[config.mk]
export PLATFORM = sky130hd
export DESIGN_NAME = bst_tap
export DESIGN_NICKNAME = d
export VERILOG_FILES = /design/src/hw/bst_pkg.sv /design/src/hw/bst_tap.sv
export VERILOG_INCLUDE_DIRS = /design/src /design/src/hw
export SDC_FILE = /design/constraint.sdc
export NUM_CORES = 1
export LEC_CHECK = 0
export BUFFER_PORTS_ARGS = -buffer_cell sky130_fd_sc_hd__buf_2
export CORE_ASPECT_RATIO = 0.7
export CORE_MARGIN = 1
export CORE_UTILIZATION = 60
export DETAILED_ROUTE_END_ITERATION = 10
export HOLD_SLACK_MARGIN = 0.02
export PLACE_DENSITY_LB_ADDON = 0.3
export SETUP_SLACK_MARGIN = 0.02
export SYNTH_ARGS = -nofsm -noshare
export SYNTH_HDL_FRONTEND = slang
export SYNTH_SLANG_ARGS = --single-unit
[constraint.sdc]
create_clock -name clock -period 5.22 [get_ports clock]
set_input_delay 0.261 -clock clock [delete_from_list [all_inputs] [get_ports clock]]
set_output_delay 0.261 -clock clock [all_outputs]
set_load 0.02 [all_outputs]
[src/hw/bst_cfg.svh]
`ifndef BST_CFG_SVH
`define BST_CFG_SVH
`define BST_IR_W        4
`define BST_IR_CAPTURE  4'h1
`define BST_IR_RESET    4'hf
`define BST_OP_EXTEST   4'h0
`define BST_OP_SAMPLE   4'h1
`define BST_OP_IDCODE   4'h2
`define BST_OP_HIZ      4'h3
`define BST_OP_BYPASS   4'hf
`define BST_ID_W        32
`define BST_ID_LSB      1'h1
`define BST_BSR_W       8
`define BST_TMS_RESET_N 5
`endif

[src/hw/bst_pkg.sv]
package bst_pkg;
	typedef enum logic [15:0] {
		ST_RESET   = 16'h0001,
		ST_IDLE    = 16'h0002,
		ST_SEL_DR  = 16'h0004,
		ST_CAP_DR  = 16'h0008,
		ST_SH_DR   = 16'h0010,
		ST_EX1_DR  = 16'h0020,
		ST_PAU_DR  = 16'h0040,
		ST_EX2_DR  = 16'h0080,
		ST_UPD_DR  = 16'h0100,
		ST_SEL_IR  = 16'h0200,
		ST_CAP_IR  = 16'h0400,
		ST_SH_IR   = 16'h0800,
		ST_EX1_IR  = 16'h1000,
		ST_PAU_IR  = 16'h2000,
		ST_EX2_IR  = 16'h4000,
		ST_UPD_IR  = 16'h8000
	} bst_state_t;
	typedef enum logic [2:0] {
		SEL_BYPASS = 3'h1,
		SEL_BSR    = 3'h2,
		SEL_ID     = 3'h4
	} bst_sel_t;
endpackage

[src/hw/bst_tap.sv]
`timescale 1ns/100ps
`include "bst_cfg.svh"
// Overview of operation
// - five tms-high edges force reset state
// - test port overrides fifo pin operation
// - transitions on rising edge, tms chooses
// - capture-dr loads pins or core values
// - shift lsb first, tdo on falling
// - update-dr moves shift into output latches
// - exit with tms high goes update
// - pause-dr holds all selected registers
// - ir states mirror dr states
// - ir shifts, new code at update-ir
// - four-bit ir, lsb nearest tdo
// - data registers parallel, instruction selects
// - bypass single stage, captures zero
// - bypass leaves device operation untouched
// - boundary cells load and read pins
// - decode extest sample idcode hiz bypass
// - read-only 32-bit id register shifts out
module bst_tap
	import bst_pkg::*;
#(
	parameter logic [3:0]  ID_VERSION = 4'h0,   // arbitrary value
	parameter logic [15:0] ID_PART    = 16'h0000, // arbitrary value
	parameter logic [10:0] ID_MAKER   = 11'h000  // arbitrary value
)
(
	// system
	input  wire logic                   clock,
	input  wire logic                   rstn,
	input  wire logic                   clk_en,
	// test port pins
	input  wire logic                   test_port_clock,
	input  wire logic                   tms,
	input  wire logic                   tdi,
	input  wire logic                   trst_n,
	output logic                        tdo,
	output logic                        tdo_oe,
	// core side
	input  wire logic [`BST_BSR_W-1:0]  pin_in,
	input  wire logic [`BST_BSR_W-1:0]  core_out,
	output logic [`BST_BSR_W-1:0]       pin_out,
	output logic                        test_override,
	output logic                        outputs_hiz,
	output logic                        tap_in_reset
);
	logic [2:0]              tck_s_r;
	logic [1:0]              tms_s_r;
	logic [1:0]              tdi_s_r;
	logic [1:0]              trst_s_r;
	logic                    rise;
	logic                    fall;
	logic                    trst_sync_n;
	bst_state_t              st_r;
	bst_state_t              st_nxt;
	logic [`BST_IR_W-1:0]    ir_sh_r;
	logic [`BST_IR_W-1:0]    ir_r;
	logic                    byp_r;
	logic [`BST_BSR_W-1:0]   bsr_sh_r;
	logic [`BST_BSR_W-1:0]   bsr_upd_r;
	logic [`BST_ID_W-1:0]    id_sh_r;
	bst_sel_t                sel;
	logic                    sout;
	logic                    tms_v;
	logic                    tdi_v;
	logic [2:0]              hi_run_r;

	// pins pass two flops before use
	always_ff @(posedge clock or negedge rstn)
	begin
		if (!rstn)
		begin
			tck_s_r  <= 3'h0;
			tms_s_r  <= 2'h3;
			tdi_s_r  <= 2'h0;
			trst_s_r <= 2'h0;
		end
		else if (clk_en)
		begin
			tck_s_r  <= {tck_s_r[1:0], test_port_clock};
			tms_s_r  <= {tms_s_r[0], tms};
			tdi_s_r  <= {tdi_s_r[0], tdi};
			trst_s_r <= {trst_s_r[0], trst_n};
		end
	end

	assign tms_v       = tms_s_r[1];
	assign tdi_v       = tdi_s_r[1];
	assign trst_sync_n = trst_s_r[1];
	assign rise        = clk_en && tck_s_r[1] && !tck_s_r[2];
	assign fall        = clk_en && !tck_s_r[1] && tck_s_r[2];

	always_comb
	begin
		st_nxt = st_r;
		case (st_r)
			ST_RESET:  st_nxt = tms_v ? ST_RESET  : ST_IDLE;
			ST_IDLE:   st_nxt = tms_v ? ST_SEL_DR : ST_IDLE;
			ST_SEL_DR: st_nxt = tms_v ? ST_SEL_IR : ST_CAP_DR;
			ST_CAP_DR: st_nxt = tms_v ? ST_EX1_DR : ST_SH_DR;
			ST_SH_DR:  st_nxt = tms_v ? ST_EX1_DR : ST_SH_DR;
			ST_EX1_DR: st_nxt = tms_v ? ST_UPD_DR : ST_PAU_DR;
			ST_PAU_DR: st_nxt = tms_v ? ST_EX2_DR : ST_PAU_DR;
			ST_EX2_DR: st_nxt = tms_v ? ST_UPD_DR : ST_SH_DR;
			ST_UPD_DR: st_nxt = tms_v ? ST_SEL_DR : ST_IDLE;
			ST_SEL_IR: st_nxt = tms_v ? ST_RESET  : ST_CAP_IR;
			ST_CAP_IR: st_nxt = tms_v ? ST_EX1_IR : ST_SH_IR;
			ST_SH_IR:  st_nxt = tms_v ? ST_EX1_IR : ST_SH_IR;
			ST_EX1_IR: st_nxt = tms_v ? ST_UPD_IR : ST_PAU_IR;
			ST_PAU_IR: st_nxt = tms_v ? ST_EX2_IR : ST_PAU_IR;
			ST_EX2_IR: st_nxt = tms_v ? ST_UPD_IR : ST_SH_IR;
			ST_UPD_IR: st_nxt = tms_v ? ST_SEL_DR : ST_IDLE;
			default:   st_nxt = ST_RESET;
		endcase
	end

	// state moves on a rising test clock edge, or to reset while trst is low
	always_ff @(posedge clock or negedge rstn)
	begin
		if (!rstn)
			st_r <= ST_RESET;
		else if (clk_en && !trst_sync_n)
			st_r <= ST_RESET;
		else if (rise)
			st_r <= st_nxt;
	end

	// tms-high rising edges in a row, read only by the reset check
	always_ff @(posedge clock or negedge rstn)
	begin
		if (!rstn)
			hi_run_r <= 3'h0;
		else if (rise && !tms_v)
			hi_run_r <= 3'h0;
		else if (rise && hi_run_r != 3'(`BST_TMS_RESET_N - 1))
			hi_run_r <= hi_run_r + 3'h1;
	end

	// instruction register
	always_ff @(posedge clock or negedge rstn)
	begin
		if (!rstn)
		begin
			ir_sh_r <= `BST_IR_CAPTURE;
			ir_r    <= `BST_IR_RESET;
		end
		else if (clk_en && (!trst_sync_n || st_r == ST_RESET))
			ir_r <= `BST_IR_RESET;
		else if (rise)
		begin
			case (st_r)
				ST_CAP_IR: ir_sh_r <= `BST_IR_CAPTURE;
				ST_SH_IR:  ir_sh_r <= {tdi_v, ir_sh_r[`BST_IR_W-1:1]};
				ST_UPD_IR: ir_r    <= ir_sh_r;
				default:   ir_sh_r <= ir_sh_r;
			endcase
		end
	end

	// instruction decode
	always_comb
	begin
		case (ir_r)
			`BST_OP_EXTEST: sel = SEL_BSR;
			`BST_OP_SAMPLE: sel = SEL_BSR;
			`BST_OP_IDCODE: sel = SEL_ID;
			`BST_OP_HIZ:    sel = SEL_BYPASS;
			`BST_OP_BYPASS: sel = SEL_BYPASS;
			default:        sel = SEL_BYPASS;
		endcase
	end

	// data registers in parallel, only the selected one moves
	always_ff @(posedge clock or negedge rstn)
	begin
		if (!rstn)
		begin
			byp_r    <= 1'h0;
			bsr_sh_r <= {`BST_BSR_W{1'h0}};
			id_sh_r  <= {`BST_ID_W{1'h0}};
		end
		else if (rise)
		begin
			if (st_r == ST_CAP_DR)
			begin
				case (sel)
					SEL_BSR: bsr_sh_r <= (ir_r == `BST_OP_EXTEST) ? pin_in : core_out;
					SEL_ID:  id_sh_r  <= {ID_VERSION, ID_PART, ID_MAKER, `BST_ID_LSB};
					default: byp_r    <= 1'h0;
				endcase
			end
			else if (st_r == ST_SH_DR)
			begin
				case (sel)
					SEL_BSR: bsr_sh_r <= {tdi_v, bsr_sh_r[`BST_BSR_W-1:1]};
					SEL_ID:  id_sh_r  <= {tdi_v, id_sh_r[`BST_ID_W-1:1]};
					default: byp_r    <= tdi_v;
				endcase
			end
		end
	end

	// parallel output latches of the boundary cells
	always_ff @(posedge clock or negedge rstn)
	begin
		if (!rstn)
			bsr_upd_r <= {`BST_BSR_W{1'h0}};
		else if (rise && st_r == ST_UPD_DR && sel == SEL_BSR)
			bsr_upd_r <= bsr_sh_r;
	end

	always_comb
	begin
		case (sel)
			SEL_BSR: sout = bsr_sh_r[0];
			SEL_ID:  sout = id_sh_r[0];
			default: sout = byp_r;
		endcase
		if (st_r == ST_SH_IR)
			sout = ir_sh_r[0];
	end

	// tdo changes on the falling test clock edge
	always_ff @(posedge clock or negedge rstn)
	begin
		if (!rstn)
		begin
			tdo    <= 1'h0;
			tdo_oe <= 1'h0;
		end
		else if (fall)
		begin
			tdo    <= sout;
			tdo_oe <= (st_r == ST_SH_DR) || (st_r == ST_SH_IR);
		end
	end

	// test port wins over the fifo; bypass and sample leave pins alone
	assign test_override = (ir_r == `BST_OP_EXTEST) || (ir_r == `BST_OP_HIZ);
	assign outputs_hiz   = (ir_r == `BST_OP_HIZ);
	assign pin_out       = (ir_r == `BST_OP_EXTEST) ? bsr_upd_r : core_out;
	assign tap_in_reset  = (st_r == ST_RESET);

	chk_tms_reset: assert property (@(posedge clock) disable iff (!rstn)
		(rise && tms_v && hi_run_r == 3'(`BST_TMS_RESET_N - 1)) |=> st_r == ST_RESET)
		else $error("five tms highs did not reset tap");
	chk_state_hold: assert property (@(posedge clock) disable iff (!rstn)
		(!rise && trst_sync_n) |=> $stable(st_r))
		else $error("state moved without rising edge");
	chk_exit_upd: assert property (@(posedge clock) disable iff (!rstn)
		(rise && tms_v && trst_sync_n && (st_r == ST_EX1_DR || st_r == ST_EX2_DR)) |=> st_r == ST_UPD_DR)
		else $error("exit with tms high missed update");
	chk_exit_hold: assert property (@(posedge clock) disable iff (!rstn)
		(st_r == ST_EX1_DR || st_r == ST_EX2_DR) |=> $stable(bsr_sh_r) && $stable(id_sh_r) && $stable(byp_r))
		else $error("data register moved in exit");
	chk_pause_hold: assert property (@(posedge clock) disable iff (!rstn)
		(st_r == ST_PAU_DR) |=> $stable(bsr_sh_r) && $stable(id_sh_r) && $stable(byp_r))
		else $error("data register moved in pause");
	chk_ir_update: assert property (@(posedge clock) disable iff (!rstn)
		(st_r != ST_UPD_IR && st_r != ST_RESET && trst_sync_n) |=> $stable(ir_r))
		else $error("instruction changed outside update");
	chk_ir_latch: assert property (@(posedge clock) disable iff (!rstn)
		(rise && trst_sync_n && st_r == ST_UPD_IR) |=> ir_r == $past(ir_sh_r))
		else $error("instruction not latched at update");
	chk_ir_capture: assert property (@(posedge clock) disable iff (!rstn)
		(rise && trst_sync_n && st_r == ST_CAP_IR) |=> ir_sh_r == `BST_IR_CAPTURE)
		else $error("instruction capture pattern missing");
	chk_ir_shift: assert property (@(posedge clock) disable iff (!rstn)
		(rise && trst_sync_n && st_r == ST_SH_IR) |=> ir_sh_r[3] == $past(tdi_v) && {1'h0, ir_sh_r[2:0]} == ($past(ir_sh_r) >> 1))
		else $error("instruction shift not lsb first");
	chk_dr_update: assert property (@(posedge clock) disable iff (!rstn)
		(rise && st_r == ST_UPD_DR && sel == SEL_BSR) |=> bsr_upd_r == $past(bsr_sh_r))
		else $error("boundary latch not updated");
	chk_bypass_zero: assert property (@(posedge clock) disable iff (!rstn)
		(rise && st_r == ST_CAP_DR && sel == SEL_BYPASS) |=> !byp_r)
		else $error("bypass not cleared on capture");
	chk_bypass_shift: assert property (@(posedge clock) disable iff (!rstn)
		(rise && st_r == ST_SH_DR && sel == SEL_BYPASS) |=> byp_r == $past(tdi_v))
		else $error("bypass stage did not take tdi");
	chk_id_capture: assert property (@(posedge clock) disable iff (!rstn)
		(rise && st_r == ST_CAP_DR && sel == SEL_ID) |=> id_sh_r[0] == `BST_ID_LSB)
		else $error("id capture lost its marker bit");
	chk_undecoded: assert property (@(posedge clock) disable iff (!rstn)
		(ir_r > `BST_OP_HIZ) |-> sel == SEL_BYPASS)
		else $error("undecoded code not bypass");
	chk_tdo_fall: assert property (@(posedge clock) disable iff (!rstn)
		!fall |=> $stable(tdo))
		else $error("tdo changed off falling edge");
	chk_bypass_pins: assert property (@(posedge clock) disable iff (!rstn)
		(sel == SEL_BYPASS && !outputs_hiz) |-> pin_out == core_out && !test_override)
		else $error("bypass disturbed device pins");
	chk_pin_extest: assert property (@(posedge clock) disable iff (!rstn)
		(ir_r == `BST_OP_EXTEST) |-> pin_out == bsr_upd_r && test_override)
		else $error("extest did not drive pins");
	chk_en_freeze: assert property (@(posedge clock) disable iff (!rstn)
		!clk_en |=> $stable(st_r) && $stable(ir_r) && $stable(tdo))
		else $error("state moved with clock enable low");
endmodule

Word-level counts from Yosys, hierarchy flattened
Index checks and enable logic that the tools add are counted.
{ "totals": {"reg_bits": 84, "in_bits": 23, "out_inout_bits": 13, "word_cells": 103} }
{ "classes": {"n_eq_ne": 23, "n_mux": 36, "n_bitwise": 1, "reduce_logical": 30} }
{ "op_table": {"columns": ["cell", "count"], "rows": [
  ["$pmux W16 S12", 1],
  ["$mux W32", 4],
  ["$mux W16", 4],
  ["$mux W8", 7],
  ["$mux W9", 2],
  ["$eq A16 B1 Y1 const B", 1],
  ["$eq A16 B10 Y1 const B", 1],
  ["$eq A16 B11 Y1 const B", 1],
  ["$eq A16 B12 Y1 const B", 1],
  ["$eq A16 B13 Y1 const B", 1],
  ["$eq A16 B14 Y1 const B", 1],
  ["$eq A16 B15 Y1 const B", 1],
  ["$eq A16 B16 Y1 const B", 1],
  ["$eq A16 B2 Y1 const B", 1],
  ["$eq A16 B3 Y1 const B", 1],
  ["$eq A16 B4 Y1 const B", 1],
  ["$eq A16 B5 Y1 const B", 1],
  ["$eq A16 B6 Y1 const B", 1],
  ["$eq A16 B7 Y1 const B", 1],
  ["$eq A16 B8 Y1 const B", 1],
  ["$eq A16 B9 Y1 const B", 1],
  ["$mux W15", 1],
  ["$mux W13", 1],
  ["$mux W4", 3],
  ["other kinds (25)", 51]
]} }

Longest topological paths before layout
{ "depth": {"ltp_word": 8, "ltp_mapped": 9, "depth_no_buf": 8} }

Worst setup path after synthesis
No wires, ideal clock.
{ "synth_timing": {"path_type": "flip-flop to flip-flop", "startpoint": "register st_r[9]", "endpoint": "register id_sh_r[14]", "setup_ps": 124, "arrival_time_ps": 1949, "required_ps": 5096, "path_slack_ps": 3148, "path_stages_with_launch": 8, "n_path_buf": 2, "period_less_slack_ps": 2072, "cell_sequence": "dfrtp_1 clkbuf_1 or4_4 nor4b_4 nand4_2 clkbuf_1 nand2_1 o21ai_1"} }
{ "synth_via": {"elab_chain_cells": 3, "elab_cells_between_ends": 5, "cone_classes": "2 x eq/ne; 1 x mux; 2 x reduce/logical"} }
{ "synth_rtl": {"columns": ["item", "line_no", "rtl"], "rows": [
  ["start: declaration", "bst_tap.sv:55", "bst_state_t st_r;"],
  ["start signal: assignment", "bst_tap.sv:126", "st_r <= st_nxt;"],
  ["$eq A16 B4 Y1 or $eq A16 B5 Y1 (tied branches)", "bst_tap.sv:185, bst_tap.sv:193", null],
  ["$reduce_bool A2 Y1 (no source line)", null, null],
  ["$reduce_and A3 Y1 (no source line)", null, null],
  ["end signal: assignment", "bst_tap.sv:181", "id_sh_r <= {`BST_ID_W{1'h0}};"],
  ["end signal: assignment", "bst_tap.sv:189", "SEL_ID: id_sh_r <= {ID_VERSION, ID_PART, ID_MAKER, `BST_ID_LSB};"],
  ["end signal: assignment", "bst_tap.sv:197", "SEL_ID: id_sh_r <= {tdi_v, id_sh_r[`BST_ID_W-1:1]};"],
  ["end: declaration", "bst_tap.sv:62", "logic [`BST_ID_W-1:0] id_sh_r;"]
]} }
Parallel ways exist; a longest one is shown, timed or not.
A chain may end at the register's enable or synchronous reset.

Worst setup path in the final report
{ "layout_timing": {"startpoint": "register st_r[5]", "endpoint": "register bsr_upd_r[6]"} }
{ "layout_via": {"elab_chain_cells": 3} }
{ "layout_rtl": {"columns": ["item", "line_no", "rtl"], "rows": [
  ["$eq A16 B9 Y1", "bst_tap.sv:209", "else if (rise && st_r == ST_UPD_DR && sel == SEL_BSR)"],
  ["$logic_and A1 B1 Y1 (2 in a row)", "bst_tap.sv:209", null],
  ["end signal: assignment", "bst_tap.sv:208", "bsr_upd_r <= {`BST_BSR_W{1'h0}};"],
  ["end signal: assignment", "bst_tap.sv:210", "bsr_upd_r <= bsr_sh_r;"],
  ["end: declaration", "bst_tap.sv:61", "logic [`BST_BSR_W-1:0] bsr_upd_r;"]
]} }
Every way passes these cells.

==> results.yml <==
timing:
  fmax_mhz: 417
  worst_slew_pin_slew_ns: 1.03
  hold_violations: 0
  period_minus_slack_ns: 2.40
  relSlewSlack_pct: 31.4
  period_share_pct: 45.9
  holdWs_ns: 0.0828
  rsz0062_at_grt: "no"
  finalSetupViolCount: 0
  layout_setup_ws_ns: 2.82
  fin_tns_setup_ns: 0
  final_max_slew_viol_count: 0
  clock_skew_ns: 0.00880
place:
  io_buffers: 35
  placed_area_mm2: 0.00443
  place_ws_ns: 2.88
  hpwl_mm: 5.87
  gp_congestion: 0.994
finish:
  multi_input_comb_area_mm2: 0.00194
  seqCellArea_mm2: 0.00211
  nets: 482
  nFillCells: 541
  drive_gt1_share_pct: 23.2
  final_cell_mix: "nand2_1 (97), dfrtp_1 (76), o21ai_1 (36), buf_2 (34), mux2_2 (32)"
  final_common_cell: "nand2_1"
  antennaDiodeCount: 0
  final_area_mm2: 0.00463
  synthToLayoutAreaGrowth_pct: 9.54
worst_setup_path:
  start_kind: "flip-flop"
  crit_cells: 4
  critical_path_buf_inv_count: 0
  rrSetupSlack_ns: 2.82
  crit_chain: "nor4_1, nand3_1, nor3_4, mux2_2"
  cp_top_family: "simple AND/OR/NAND/NOR gates"
  cp_slowest_cell: "nor4_1"
  path_class: "flip-flop to flip-flop"
  crit_path_max_incr_delay_ns: 0.65
  cp_max_fo: 10
  cp.arrival_ns: 2.63
  end_kind: "flip-flop"
  cp_data_required_time_ns: 5.46
  r2r_cells: 4
die:
  num_io_pins: 36
  die_w_um: 102
  die-height_um: 72.2
  dieArea_mm2: 0.00738
  start_util_pct: 62.2
  rows: 25
  core_area_mm2: 0.00679
clock_network:
  post_cts_buffers: 0
  holdBufCountCts: 0
  clk_pin_slew_ns: 0.09
  clock_sinks: 84
  root_buffer: "clkbuf_8"
  post_cts_resized: 0
  clk_path_buf_depth: 2
  cts_tree: "built"
  ctsHtreeMaxLevel: 3
  clk_latency_ns: 0.35
  cts_buffers: 9
detailed_routing:
  wirelength_mm: 8.64
  vias: 3246
  drt_first_pass_iters: 5
  drc: 0
  wl_per_cell_um: 15.5
  ant_nets: 0
  drt-initial-drc-count: 187
  vias_per_cell: 5.84
yosys:
  netlist_area_mm2: 0.00422
  ys_seq_area_share_pct: 50.0
  yosysWarnings: 0
  synthTopCellsByArea: "dfrtp_1 (45%), nand2_1 (8.6%), mux2_2 (8.5%)"
  netlist_instances: 436
  synth_largest_area_cell: "dfrtp_1"
  yosys_register_bits: 84
  yosysUniqueCellTypes: 54
  synthArstFlopShare_pct: 100
  yosysTopAreaCellShare_pct: 45.0
  synth-edff-count: 0
  synth_ff_type: "dfrtp_1"
  syn-num-nets: 461
  avgSynthCellArea_um2: 9.69
outcome:
  status: "finished, final reports clean"
global_route:
  grt_max_degree: 85
  grt_pass1_vias: 2908
  overflow: 0
  antenna_found_initial: 0
  grtUsageTotal_pct: 25.1
  grt_pass1_wl_mm: 14.0
hold_path:
  holdCritPathClass: "primary input to asynchronous set/reset pin"
power:
  p_leak_nw: 2.09
  powerDensity_mw_per_mm2: 273
  vdd_drop_max_mv: 0.183
run:
  drv_cap: 0
## metrics by stage
stage	cells	utilization (%)	power [W]
3_5_place_dp	540	65.2	0.000805
3_3_place_gp	540	65.2	0.000803
4_1_cts	556	68.2	0.00127
2_1_floorplan	436	-	0.000759
5_1_grt	556	68.2	0.00131
6_report	556	68.2	0.00126
## Yosys cell counts, types with 2 or more instances
cell and n:
nand4_2 2, mux2_2 32, dfrtp_1 76, o21ai_1 36, nor4b_1 2, inv_1 12, xnor2_1 5, nor4_1 7
o21ai_0 20, or2_2 2, a21oi_1 6, clkbuf_1 17, nand2_1 97, buf_2 12, nor3_1 8, nand4_1 7
nand3_1 13, dfstp_2 8, or4_4 2, a22o_1 2, or4_1 4, nand2b_1 3, xor2_1 2, and3_1 2
nor2_1 12, and3b_1 3, nor2b_1 3, ha_1 2, nand3b_1 2, a21o_1 2, o31ai_1 2, mux2i_1 11
## report_power, final
part	leakage, nW	switching [W]	total [W]	internal [W]
sequential	1.10	0.0000166	0.000683	0.000666
combinational	0.897	0.0000678	0.000111	0.0000436
clock	0.0999	0.000234	0.000470	0.000236
## cell type report
cell class | count | area share, %
Clock buffer | 11 | 3.06
Clock inverter | 5 | 1.30
Inverter | 12 | 0.973
Multi-Input combinational cell | 311 | 42.0
Sequential cell | 84 | 45.6
Tap cell | 94 | 2.54
Timing Repair Buffer | 39 | 4.49
## worst register-to-register path: stages, from the launching register on
cell and delay, ns:
dfrtp_1 0.48, nor4_1 0.65, nand3_1 0.27, nor3_4 0.49, mux2_2 0.40
## cells by family after synthesis
family / after synthesis / synth area share [%]
simple gates: 179 / 21.9
flops: 84 / 50.0
compound gates: 80 / 10.9
mux: 43 / 11.1
buf+inv: 41 / 4.00
xor+xnor: 7 / 1.45
fa+ha+maj: 2 / 0.592
## path summary, 6_finish.rpt
kind	start	end
max in group asynchronous	rstn	id_sh_r[29]
worst max register to register	st_r[5]	bsr_upd_r[6]
worst max-delay path	st_r[5]	bsr_upd_r[6]
min in group clock	tdi	tdi_s_r[0]
worst min-delay path	rstn	id_sh_r[12]
worst min register to register	id_sh_r[11]	id_sh_r[11]
## registers in the layout, summed over array words and instances (netlist names)
signal	count
tck_s_r	3
st_r	16
trst_s_r	2
tdo	1
tms_s_r	2
tdo_oe	1
ir_r	4
bsr_sh_r	8
tdi_s_r	2
id_sh_r	32
byp_r	1
ir_sh_r	4
bsr_upd_r	8
## per-layer routing
layer / up-vias / GRT usage, % / wire length, um
li1: 1561 / - / -
met1: 1567 / 36.8 / 4230
met2: 103 / 37.4 / 3880
met3: 15 / 5.39 / 442
met4: 0 / 8.25 / 93
met5: - / 0 / 0
No activity file was read; power rests on OpenSTA's default activity.
